### src/inc/hbf_params.svh
// timing constants and fixed values for the half-bridge fault logic
`ifndef HBF_PARAMS_SVH
`define HBF_PARAMS_SVH

`define HBF_CLK_NS 10
// boost stage interval in ns, turn-on drive boost
`define HBF_BOOST_NS 500
`define HBF_BOOST_CYC ((`HBF_BOOST_NS) / (`HBF_CLK_NS))
// desaturation blanking after turn-on, in ns
`define HBF_BLANK_NS 3000
`define HBF_BLANK_CYC (((`HBF_BLANK_NS) + (`HBF_CLK_NS) - 1) / (`HBF_CLK_NS))
// soft shutdown duration in ns
`define HBF_SSD_NS 9250
`define HBF_SSD_CYC (((`HBF_SSD_NS) + (`HBF_CLK_NS) - 1) / (`HBF_CLK_NS))
`define HBF_TMR_W 12
// synchroniser lane positions
`define HBF_SYNC_W 7
`define HBF_IX_CMD_TOP 6
`define HBF_IX_CMD_BOT 5
`define HBF_IX_DSAT_TOP 4
`define HBF_IX_DSAT_BOT 3
`define HBF_IX_CLR 2
`define HBF_IX_SYNC 1
`define HBF_IX_FSD 0
// shared lines idle high, everything else idle low
`define HBF_SYNC_IDLE 7'h03
// cycles for which our own pull on a shared line may still echo back
`define HBF_ECHO_CYC 5

`endif

### src/inc/hbf_pkg.sv
// types shared by the half-bridge fault logic
package hbf_pkg;
  typedef struct packed {
    logic top;
    logic bottom;
  } hbf_pair_t;

  typedef struct packed {
    logic main_on;
    logic boost_on;
    logic soft_off;
  } hbf_drive_t;
endpackage : hbf_pkg

### src/core/hbf_core.sv
// control and fault sequencing logic of a half-bridge gate driver
`timescale 1ns/10ps
`default_nettype none
`include "hbf_params.svh"
// ****************************************************************
// ****************************************************************
module hbf_core #(
  parameter int BOOST_CYC = `HBF_BOOST_CYC,
  parameter int BLANK_CYC = `HBF_BLANK_CYC,
  parameter int SSD_CYC = `HBF_SSD_CYC
) (
  input wire logic clk_sys,
  input wire logic rst,
  input wire hbf_pkg::hbf_pair_t cmd_in,
  input wire hbf_pkg::hbf_pair_t desat_sense,
  input wire logic fault_clear_input,
  input wire logic vcc_uv,
  input wire logic sync_fault_line_i,
  output logic sync_fault_line_o,
  output logic sync_fault_line_oe,
  input wire logic fault_shutdown_line_i,
  output logic fault_shutdown_line_o,
  output logic fault_shutdown_line_oe,
  output hbf_pkg::hbf_drive_t top_gate_drive,
  output hbf_pkg::hbf_drive_t bottom_gate_drive
);
  import hbf_pkg::*;

  typedef enum logic [1:0] {HBF_RUN, HBF_SSD, HBF_LATCH} hbf_state_t;

  // ****************************************************************
  // helpers
  // ****************************************************************
  // one step of a down counter that parks at zero
  function automatic logic [`HBF_TMR_W-1:0] tmr_step(
    input logic [`HBF_TMR_W-1:0] cnt
  );
    if (cnt == '0) begin
      return '0;
    end
    return cnt - 1'b1;
  endfunction : tmr_step

  // a gate that goes from off to on at this edge
  function automatic logic turn_on(input logic nxt, input logic cur);
    return nxt && !cur;
  endfunction : turn_on

  localparam int ECHO_CYC = `HBF_ECHO_CYC;

  // ****************************************************************
  // input synchronisers
  // ****************************************************************
  localparam int NS = `HBF_SYNC_W;
  logic [NS-1:0] raw;
  logic [NS-1:0] s1_r, s2_r, s3_r, in_r;
  always_comb begin
    raw[`HBF_IX_CMD_TOP] = cmd_in.top;
    raw[`HBF_IX_CMD_BOT] = cmd_in.bottom;
    raw[`HBF_IX_DSAT_TOP] = desat_sense.top;
    raw[`HBF_IX_DSAT_BOT] = desat_sense.bottom;
    raw[`HBF_IX_CLR] = fault_clear_input;
    raw[`HBF_IX_SYNC] = sync_fault_line_i;
    raw[`HBF_IX_FSD] = fault_shutdown_line_i;
  end

  always_ff @(posedge clk_sys) begin
    if (rst) begin
      s1_r <= `HBF_SYNC_IDLE;
      s2_r <= `HBF_SYNC_IDLE;
      s3_r <= `HBF_SYNC_IDLE;
      in_r <= `HBF_SYNC_IDLE;
    end else begin
      s1_r <= raw;
      s2_r <= s1_r;
      s3_r <= s2_r;
      for (int i = 0; i < NS; i++) begin
        if (s2_r[i] == s3_r[i]) begin
          in_r[i] <= s3_r[i];
        end
      end
    end
  end

  logic c_top, c_bot, d_top, d_bot, clr, sync_low, fsd_low;
  assign c_top = in_r[`HBF_IX_CMD_TOP];
  assign c_bot = in_r[`HBF_IX_CMD_BOT];
  assign d_top = in_r[`HBF_IX_DSAT_TOP];
  assign d_bot = in_r[`HBF_IX_DSAT_BOT];
  assign clr = in_r[`HBF_IX_CLR];
  assign sync_low = ~in_r[`HBF_IX_SYNC];
  assign fsd_low = ~in_r[`HBF_IX_FSD];

  // ****************************************************************
  // fault state machine
  // ****************************************************************
  hbf_state_t state_r;
  logic ssd_top_r;
  logic [`HBF_TMR_W-1:0] ssd_cnt_r;
  logic on_top_r, on_bot_r;
  logic [`HBF_TMR_W-1:0] blk_top_r, blk_bot_r;
  logic desat_top, desat_bot;
  logic ext_sd;
  logic own_sync, own_fsd;

  assign desat_top = on_top_r && (blk_top_r == '0) && d_top;
  assign desat_bot = on_bot_r && (blk_bot_r == '0) && d_bot;

  assign own_sync = (state_r == HBF_SSD);
  assign own_fsd = (state_r == HBF_LATCH) || vcc_uv;

  // ****************************************************************
  // own-drive echo masks
  // ****************************************************************
  // our own pull on a shared line comes back through the synchroniser
  // some cycles late; unmasked, releasing our own fault would read as
  // an external shutdown or a peer hold for those cycles
  logic [ECHO_CYC-1:0] fsd_echo_r, sync_echo_r;
  logic fsd_echo, sync_echo, peer_hold;
  always_ff @(posedge clk_sys) begin
    if (rst) begin
      fsd_echo_r <= '0;
      sync_echo_r <= '0;
    end else begin
      fsd_echo_r <= {fsd_echo_r[ECHO_CYC-2:0], own_fsd};
      sync_echo_r <= {sync_echo_r[ECHO_CYC-2:0], own_sync};
    end
  end
  assign fsd_echo = |fsd_echo_r;
  assign sync_echo = |sync_echo_r;
  // limitation: a peer hold that starts just as our own ends is seen late
  assign peer_hold = sync_low && !sync_echo;

  // line low seen while we are not the one pulling it is external
  // masked during soft shutdown
  assign ext_sd = fsd_low && !own_fsd && !fsd_echo && (state_r != HBF_SSD);

  always_ff @(posedge clk_sys) begin
    if (rst) begin
      state_r <= HBF_RUN;
      ssd_top_r <= 1'b0;
      ssd_cnt_r <= '0;
    end else begin
      case (state_r)
        HBF_RUN: begin
          if (desat_top || desat_bot) begin
            state_r <= HBF_SSD;
            ssd_top_r <= desat_top;
            ssd_cnt_r <= `HBF_TMR_W'(SSD_CYC - 1);
          end
        end
        HBF_SSD: begin
          if (ssd_cnt_r == '0) begin
            // clear already active skips the latch
            if (clr) begin
              state_r <= HBF_RUN;
            end else begin
              // fault latched at end of ssd
              state_r <= HBF_LATCH;
            end
          end else begin
            ssd_cnt_r <= ssd_cnt_r - 1'b1;
          end
        end
        HBF_LATCH: begin
          if (clr) begin
            state_r <= HBF_RUN;
          end
        end
        default: state_r <= HBF_RUN;
      endcase
    end
  end

  // ****************************************************************
  // gate command resolution
  // ****************************************************************
  logic want_top, want_bot, top_nxt, bot_nxt;
  always_comb begin
    want_top = c_top && !c_bot;
    want_bot = c_bot && !c_top;
    top_nxt = on_top_r;
    bot_nxt = on_bot_r;
    if (state_r == HBF_SSD) begin
      if (ssd_top_r) begin
        top_nxt = 1'b0;
      end else begin
        bot_nxt = 1'b0;
      end
    // hard shutdown; latched fault until clear, or shutdown line low or vcc_uv by level
    end else if (state_r == HBF_LATCH || ext_sd || vcc_uv) begin
      top_nxt = 1'b0;
      bot_nxt = 1'b0;
    // hold while sync pulled low by a peer
    end else if (!peer_hold) begin
      top_nxt = want_top;
      bot_nxt = want_bot;
    end
  end

  // ****************************************************************
  // gate state and turn-on timers
  // ****************************************************************
  logic [`HBF_TMR_W-1:0] bst_top_r, bst_bot_r;
  logic rise_top, rise_bot;
  assign rise_top = turn_on(top_nxt, on_top_r);
  assign rise_bot = turn_on(bot_nxt, on_bot_r);

  always_ff @(posedge clk_sys) begin
    if (rst) begin
      on_top_r <= 1'b0;
      on_bot_r <= 1'b0;
    end else begin
      on_top_r <= top_nxt;
      on_bot_r <= bot_nxt;
    end
  end

  // blanking interval
  // comparators are not trusted until the gate has had time to charge
  always_ff @(posedge clk_sys) begin
    if (rst) begin
      blk_top_r <= '0;
      blk_bot_r <= '0;
    end else begin
      blk_top_r <= rise_top ? `HBF_TMR_W'(BLANK_CYC) : tmr_step(blk_top_r);
      blk_bot_r <= rise_bot ? `HBF_TMR_W'(BLANK_CYC) : tmr_step(blk_bot_r);
    end
  end

  // boost stage interval
  // boost drops at once on turn-off so a short pulse never leaves it armed
  always_ff @(posedge clk_sys) begin
    if (rst) begin
      bst_top_r <= '0;
      bst_bot_r <= '0;
    end else begin
      if (rise_top) begin
        bst_top_r <= `HBF_TMR_W'(BOOST_CYC);
      end else if (!top_nxt) begin
        bst_top_r <= '0;
      end else begin
        bst_top_r <= tmr_step(bst_top_r);
      end
      if (rise_bot) begin
        bst_bot_r <= `HBF_TMR_W'(BOOST_CYC);
      end else if (!bot_nxt) begin
        bst_bot_r <= '0;
      end else begin
        bst_bot_r <= tmr_step(bst_bot_r);
      end
    end
  end

  // ****************************************************************
  // outputs
  // ****************************************************************
  logic ssd_top_act, ssd_bot_act;
  assign ssd_top_act = (state_r == HBF_SSD) && ssd_top_r;
  assign ssd_bot_act = (state_r == HBF_SSD) && !ssd_top_r;
  assign top_gate_drive.main_on = on_top_r;
  assign top_gate_drive.boost_on = on_top_r && (bst_top_r != '0);
  assign top_gate_drive.soft_off = ssd_top_act;
  assign bottom_gate_drive.main_on = on_bot_r;
  assign bottom_gate_drive.boost_on = on_bot_r && (bst_bot_r != '0);
  assign bottom_gate_drive.soft_off = ssd_bot_act;

  // sync low for every ssd
  // open drain: data tied low, enable pulls
  assign sync_fault_line_o = 1'b0;
  assign sync_fault_line_oe = own_sync;
  assign fault_shutdown_line_o = 1'b0;
  assign fault_shutdown_line_oe = own_fsd;
endmodule : hbf_core
`default_nettype wire

### config.mk
export PLATFORM = sky130hd
export DESIGN_NAME = hbf_core
export DESIGN_NICKNAME = d
export VERILOG_FILES = /design/src/inc/hbf_pkg.sv /design/src/core/hbf_core.sv
export VERILOG_INCLUDE_DIRS = /design/src /design/src/inc
export SDC_FILE = /design/constraint.sdc
export NUM_CORES = 1
export LEC_CHECK = 0
export ABC_AREA = 0
export ABC_CLOCK_PERIOD_IN_PS = 4300
export BUFFER_PORTS_ARGS = -buffer_cell sky130_fd_sc_hd__buf_2
export CAP_MARGIN = 30
export CORE_ASPECT_RATIO = 0.8
export CORE_UTILIZATION = 50
export DETAILED_ROUTE_END_ITERATION = 10
export PLACE_DENSITY_LB_ADDON = 0.1
export SETUP_SLACK_MARGIN = 0.1
export SLEW_MARGIN = 30
export SYNTH_ARGS = -nofsm -noshare
export SYNTH_HDL_FRONTEND = slang
export SYNTH_SLANG_ARGS = --single-unit
export TNS_END_PERCENT = 30
### constraint.sdc
create_clock -name clk_sys -period 4.3 [get_ports clk_sys]
set_clock_uncertainty 0.2 [all_clocks]
set_input_delay 0.215 -clock clk_sys [delete_from_list [all_inputs] [get_ports clk_sys]]
set_output_delay 0.215 -clock clk_sys [all_outputs]
set_load 0.02 [all_outputs]
==> qor.yml, run 1 <==
setup_path:
  reg2reg_depth: 5
  crit_path_end_kind: "output pin"
  cp_slowest_cell: "nor4_1"
  critPathTopFamily: "simple AND/OR/NAND/NOR gates"
  critPathLaunchType: "flip-flop"
  critPathMaxStageDelay_ps: 580
  critPathKind: "reg2out"
  worst_ep_arrival_time_ps: 2070
  crit_chain: "nor4_1 -> nand4b_1 -> and2_1 -> buf_2"
  cp_data_required_time_ps: 3880
  crit_buf_inv: 1
  path_depth: 4
  r2r_slack_ps: 1870
  worst-path-max-fanout: 6
floorplan:
  coreArea_um2: 8560
  die_width_um: 107
  start_util_pct: 51.9
  die_area_um2: 9260
  io_pins: 20
  rows: 30
  die_h_um: 86.3
synth:
  netlist_area_um2: 4440
  muxShareOfSynthArea_pct: 0.676
  synth_edf_count: 0
  synth_top_family_by_area: "simple AND/OR/NAND/NOR gates"
  synth_common_cells: "dfxtp_1, nor2_1, nor3_1"
  synth_compound_area_share_pct: 11.9
  synthDistinctLibCells: 61
  ys_ff_latch: 103
  yosys.area_share.simple_pct: 27.0
  ys.flop_type: "dfxtp_1"
  avgSynthCellArea_um2: 9.53
  async_flop_share_pct: 0
  postSynthCellCount: 466
  yosys_warnings: 0
  yosysMostFrequentCell: "dfxtp_1"
  synth-xor-area-share_pct: 7.50
  synth.area.top_cells: "dfxtp_1, xnor2_1, nor3_1"
  synthAdderAreaFrac_pct: 2.54
  synth_seq_area_share_pct: 46.4
  yosysTopAreaCell: "dfxtp_1"
  synth_top_area_share_pct: 46.4
clock_network:
  clock_sinks: 103
  postCtsSetupBuffers: 0
  cts_repair_resize_count: 0
  cts_max_path_buffers: 2
  cts_tree: "yes"
  htree_levels: 3
  worst_skew_pair.late_latency_ps: 380
  cts_hold_buffers: 8
  cts_made_buffers: 9
  clockRootBuffer: "clkbuf_8"
  clkTransAtPathRegs_ps: 100
sta:
  relSlewSlack_pct: 55.9
  rsz0062_at_grt: "no"
  setup_viol: 0
  max_freq_mhz: 403
  finalHoldViolCount: 0
  maxSlewViolCount: 0
  worst_pin_slew_ps: 661
  fin_setup_tns_ps: 0
  period_minus_slack_ps: 2480
  period_share_pct: 57.8
finish:
  seq_area_um2: 2060
  drive_above_1_share_pct: 12.3
  postLayoutCoreUtil_pct: 56.2
  final.fill_count: 747
  diodes: 0
  multi_input_area_um2: 2210
  syn_to_final_growth_pct: 8.31
  final_net_count: 508
global_route:
  grt_usage_pct: 20.0
  grt_max_degree: 56
  first_global_vias: 3111
  grt_pass1_wl_um: 14400
  antenna_found_initial: 0
  overflow: 0
drt:
  drt_pass1_iterations: 4
  routedWlPerCell_um: 13.8
  routed_wl_um: 8380
  vias_per_cell: 5.53
  vias: 3351
  drtAntennaViolNets: 0
  drc_errors: 0
  drt_iter0_drc: 158
place:
  routabilityCongestion: 0.798
  io_buffers: 17
  dpl.hpwl_um: 5700
power_and_ir_drop:
  p_switching_uw: 642
  switching_share_pct: 30.4
  power.static_leakage_nw: 1.85
  p_seq_share_pct: 52.8
  p_int_mw: 1.47
  p_comb_share_pct: 21.5
  clock_power_share_pct: 25.7
  ir_worst_vdd_mv: 0.218
  fin_total_pwr_mw: 2.11
  power.density_nw_per_um2: 439
worst_hold_path:
  min_delay_path_depth: 3
  hold_path_class: "in2reg"
status:
  status: "completed"
flow_run:
  cap_viol_max_count: 0
sequential cells by signal, indices dropped and copies added (netlist names):
name,count
blk_bot_r,12
blk_top_r,12
bst_bot_r,12
bst_top_r,12
ssd_cnt_r,12
in_r,7
s1_r,7
s2_r,7
s3_r,7
fsd_echo_r,5
sync_echo_r,5
state_r,2
on_bot_r,1
on_top_r,1
ssd_top_r,1
cells by family after synthesis:
family,count (synthesis)
adder cells (fa/ha/maj),9
XOR/XNOR,38
AND/OR/NAND/NOR,209
other,1
multiplexers,3
flip-flops,103
buffers and inverters,29
AO/OA/AOI/OAI,74
power groups by stage:
stage / clock [mW] / sequential (mW) / combinational [mW]
after global routing: 0.608 / 1.13 / 0.515
final: 0.543 / 1.11 / 0.454
after detailed placement: 0 / 1.13 / 0.447
after floorplan: 0 / 1.12 / 0.371
after global placement: 0 / 1.13 / 0.434
after CTS: 0.562 / 1.11 / 0.457
layer usage:
metal  vias up  wire length (um)  track usage, %
met5         -                 0               0
met4         0                32            8.84
met3         2               387            5.04
met2        55              3750            29.6
met1      1580              4210            27.6
li1       1714                 -               -
layout make-up:
| class | instances | area share (%) |
|---|---|---|
| tap | 112 | 2.91 |
| sequential | 103 | 42.9 |
| timing repair buffer | 26 | 3.59 |
| clock buffer | 10 | 2.65 |
| inverter | 14 | 1.09 |
| clock inverter | 6 | 0.911 |
| multi-input combinational | 335 | 46.0 |
placed cells by master, fill, tap and decap left out, types with 3 or more instances in the layout:
cell / instances
a211oi_1: 4
a41o_1: 3
nor2b_1: 26
nor4_1: 14
o21ai_0: 19
nand2_1: 15
a21boi_0: 4
nor3b_1: 6
dlygate4sd3_1: 8
o31ai_1: 6
buf_2: 17
nor3_1: 36
mux2i_1: 3
nand2b_1: 4
dfxtp_1: 103
inv_1: 13
and2_1: 4
nand4_1: 3
nand4b_1: 4
a22oi_1: 6
nand3b_1: 3
or2_2: 12
or4_1: 8
nand3_1: 8
xor2_1: 12
xnor2_1: 26
nor2_1: 44
or3_1: 5
a21oi_1: 13
a31oi_1: 6
clkbuf_8: 9
ha_1: 9
worst reg2reg max path: stages, from the launching register on:
cell and delay (ps):
dfxtp_1 500, nand2b_2 250, inv_1 150, a2111oi_4 620
nand3_1 380, a22oi_1 240
through the flow:
step	hold slack [ps]	setup slack (ps)	cells	cell area, um^2
2_1_floorplan	119	2260	467	4440
3_3_place_gp	193	1890	582	4560
3_5_place_dp	197	1770	582	4560
4_1_cts	201	1800	606	4810
5_1_grt	229	1560	606	4810
6_report	202	1820	606	4810
worst paths after layout:
path / end / startpoint
max: top_gate_drive[1] / bst_top_r[5]
min: sync_echo_r[0] / rst
max reg2reg: bst_bot_r[1] / state_r[1]
min reg2reg: s2_r[1] / s1_r[1]
(Power assumes the default switching activity.)
==> inputs of run 2 (changes only) <==
ABC_CLOCK_PERIOD_IN_PS = 2300   (was 4300)
clock period = 2.3 ns   (was 4.3 ns; I/O delays follow)
==> run 2 against run 1 <==
Against the previous run:
- first-iteration DRC count shrank 32%
- non-clock buffer count is 15 higher
- design area up 3.6%
- largest power group unchanged
==> qor.yml, run 2 (synthesis results as in run 1) <==
status:
  status: "completed"
drt:
  drt_pass1_iterations: 4
  vias: 3347
  drt_iter0_drc: 107
  routedWlPerCell_um: 13.6
  vias_per_cell: 5.39
  drc_errors: 0
  drtAntennaViolNets: 0
  routed_wl_um: 8430
global_route:
  overflow: 0
  grt_usage_pct: 19.8
  grt_max_degree: 21
  first_global_vias: 3123
  grt_pass1_wl_um: 14300
  antenna_found_initial: 0
finish:
  drive_above_1_share_pct: 15.9
  mostFrequentLayoutCells: "dfxtp_1, nor2_1, nor3_1"
  syn_to_final_growth_pct: 12.3
  final.fill_count: 777
  mostFrequentLayoutCell: "dfxtp_1"
  final_net_count: 523
  postLayoutCoreUtil_pct: 58.2
  diodes: 0
floorplan:
  die_h_um: 86.3
  coreArea_um2: 8560
  io_pins: 20
  die_width_um: 107
  start_util_pct: 51.9
  rows: 30
  die_area_um2: 9260
clock_network:
  clkTransAtPathRegs_ps: 90
  clockRootBuffer: "clkbuf_8"
  worst_skew_pair.late_latency_ps: 360
  cts_made_buffers: 9
  cts_tree: "yes"
  htree_levels: 3
  clock_sinks: 103
  cts_max_path_buffers: 2
flow_run:
  cap_viol_max_count: 0
sta:
  finalHoldViolCount: 0
  relSlewSlack_pct: 65.8
  rsz0062_at_grt: "yes"
  max_freq_mhz: 466
  setup_viol: 0
  period_minus_slack_ps: 2140
  worst_pin_slew_ps: 511
  maxSlewViolCount: 0
  worst_slack_ps: 155
  period_share_pct: 93.2
  holdWs_ps: 218
  fin_setup_tns_ps: 0
place:
  io_buffers: 17
  dpl.hpwl_um: 5780
  pre_cts_ws_ps: 129
  routabilityCongestion: 0.799
worst_hold_path:
  hold_path_class: "reg2reg"
setup_path:
  worst-path-max-fanout: 7
  r2r_start: "ssd_cnt_r[2]"
  path_depth: 4
  critPathMaxStageDelay_ps: 600
  crit_chain: "or4_4 -> or3_2 -> o41ai_2 -> a31oi_1"
  r2r_slack_ps: 160
  worst_ep_arrival_time_ps: 2180
  cp_data_required_time_ps: 2340
  crit_buf_inv: 0
  startpoint: "ssd_cnt_r[2]"
  rr_endpoint: "ssd_cnt_r[9]"
  reg2reg_depth: 4
  critPathLaunchType: "flip-flop"
  crit_path_end_kind: "flip-flop"
  critPathKind: "reg2reg"
  cp-endpoint: "ssd_cnt_r[9]"
  critPathTopFamily: "simple AND/OR/NAND/NOR gates"
  cp_slowest_cell: "or4_4"
power_and_ir_drop:
  power.static_leakage_nw: 1.95
  power.density_nw_per_um2: 815
  ir_worst_vdd_mv: 0.465
-- run 2: cell types whose count changed in the layout (fill, tap and decap cells not counted), sizes merged --
cell / before / now
clkbuf: 10 / 11
clkinv: 4 / 2
buf: 18 / 32
bufinv: 0 / 1
clkinvlp: 1 / 3
dlygate4sd3: 8 / 9
inv: 15 / 13
-- run 2: per-layer routing --
metal | track usage [%] | vias up | wire (um)
met5 | 0 | - | 0
met1 | 25.9 | 1565 | 4240
met4 | 5.98 | 0 | 32
met3 | 5.19 | 2 | 256
met2 | 32.2 | 44 | 3900
li1 | - | 1736 | -
-- run 2: area by class of cell --
type / instances / area [um^2] / area share (%)
clock buffers: 11 / 141 / 2.84
flip-flops and latches: 103 / 2060 / 41.4
inverters: 14 / 52.6 / 1.05
clock inverters: 5 / 57.6 / 1.15
multi-input cells: 335 / 2240 / 45.0
repair buffers: 41 / 288 / 5.77
well taps: 112 / 140 / 2.81
-- run 2: per-stage QoR --
step / cells / instance area [um^2] / power [mW]
5_1_grt: 621 / 4980 / 4.31
3_3_place_gp: 591 / 4620 / 2.94
2_1_floorplan: 467 / 4440 / 2.79
3_5_place_dp: 591 / 4620 / 2.96
4_1_cts: 617 / 4930 / 4.11
6_report: 621 / 4980 / 4.06
-- run 2: power breakdown --
| group | leakage [nW] | total (mW) | switching [mW] | internal (mW) |
|---|---|---|---|---|
| Sequential | 0.839 | 2.08 | 0.143 | 1.94 |
| Combinational | 1.02 | 0.854 | 0.431 | 0.423 |
| Clock | 0.0916 | 1.12 | 0.592 | 0.531 |
| Total | 1.95 | 4.06 | 1.17 | 2.89 |
-- run 2: worst min path at each step --
stage | startpoint | to | depth (start not counted) | slack, ps
floorplan | fault_shutdown_line_i | s1_r[0] | 1 | 20
global route | fault_shutdown_line_i | s1_r[0] | 3 | 250
finish | s1_r[1] | s2_r[1] | 1 | 220
detailed placement | fault_shutdown_line_i | s1_r[0] | 2 | 100
CTS | s1_r[1] | s2_r[1] | 1 | 220
global placement | sync_fault_line_i | s1_r[1] | 2 | 100
-- run 2: repair_timing --
item / in CTS / in global routing
pin swaps: 0 / 3
endpoints found under the hold margin: 15 / 0
endpoints found under the setup margin: 1 / 15
hold buffers: 9 / 0
buffers inserted: 1 / 4
gates resized for setup: 2 / 5
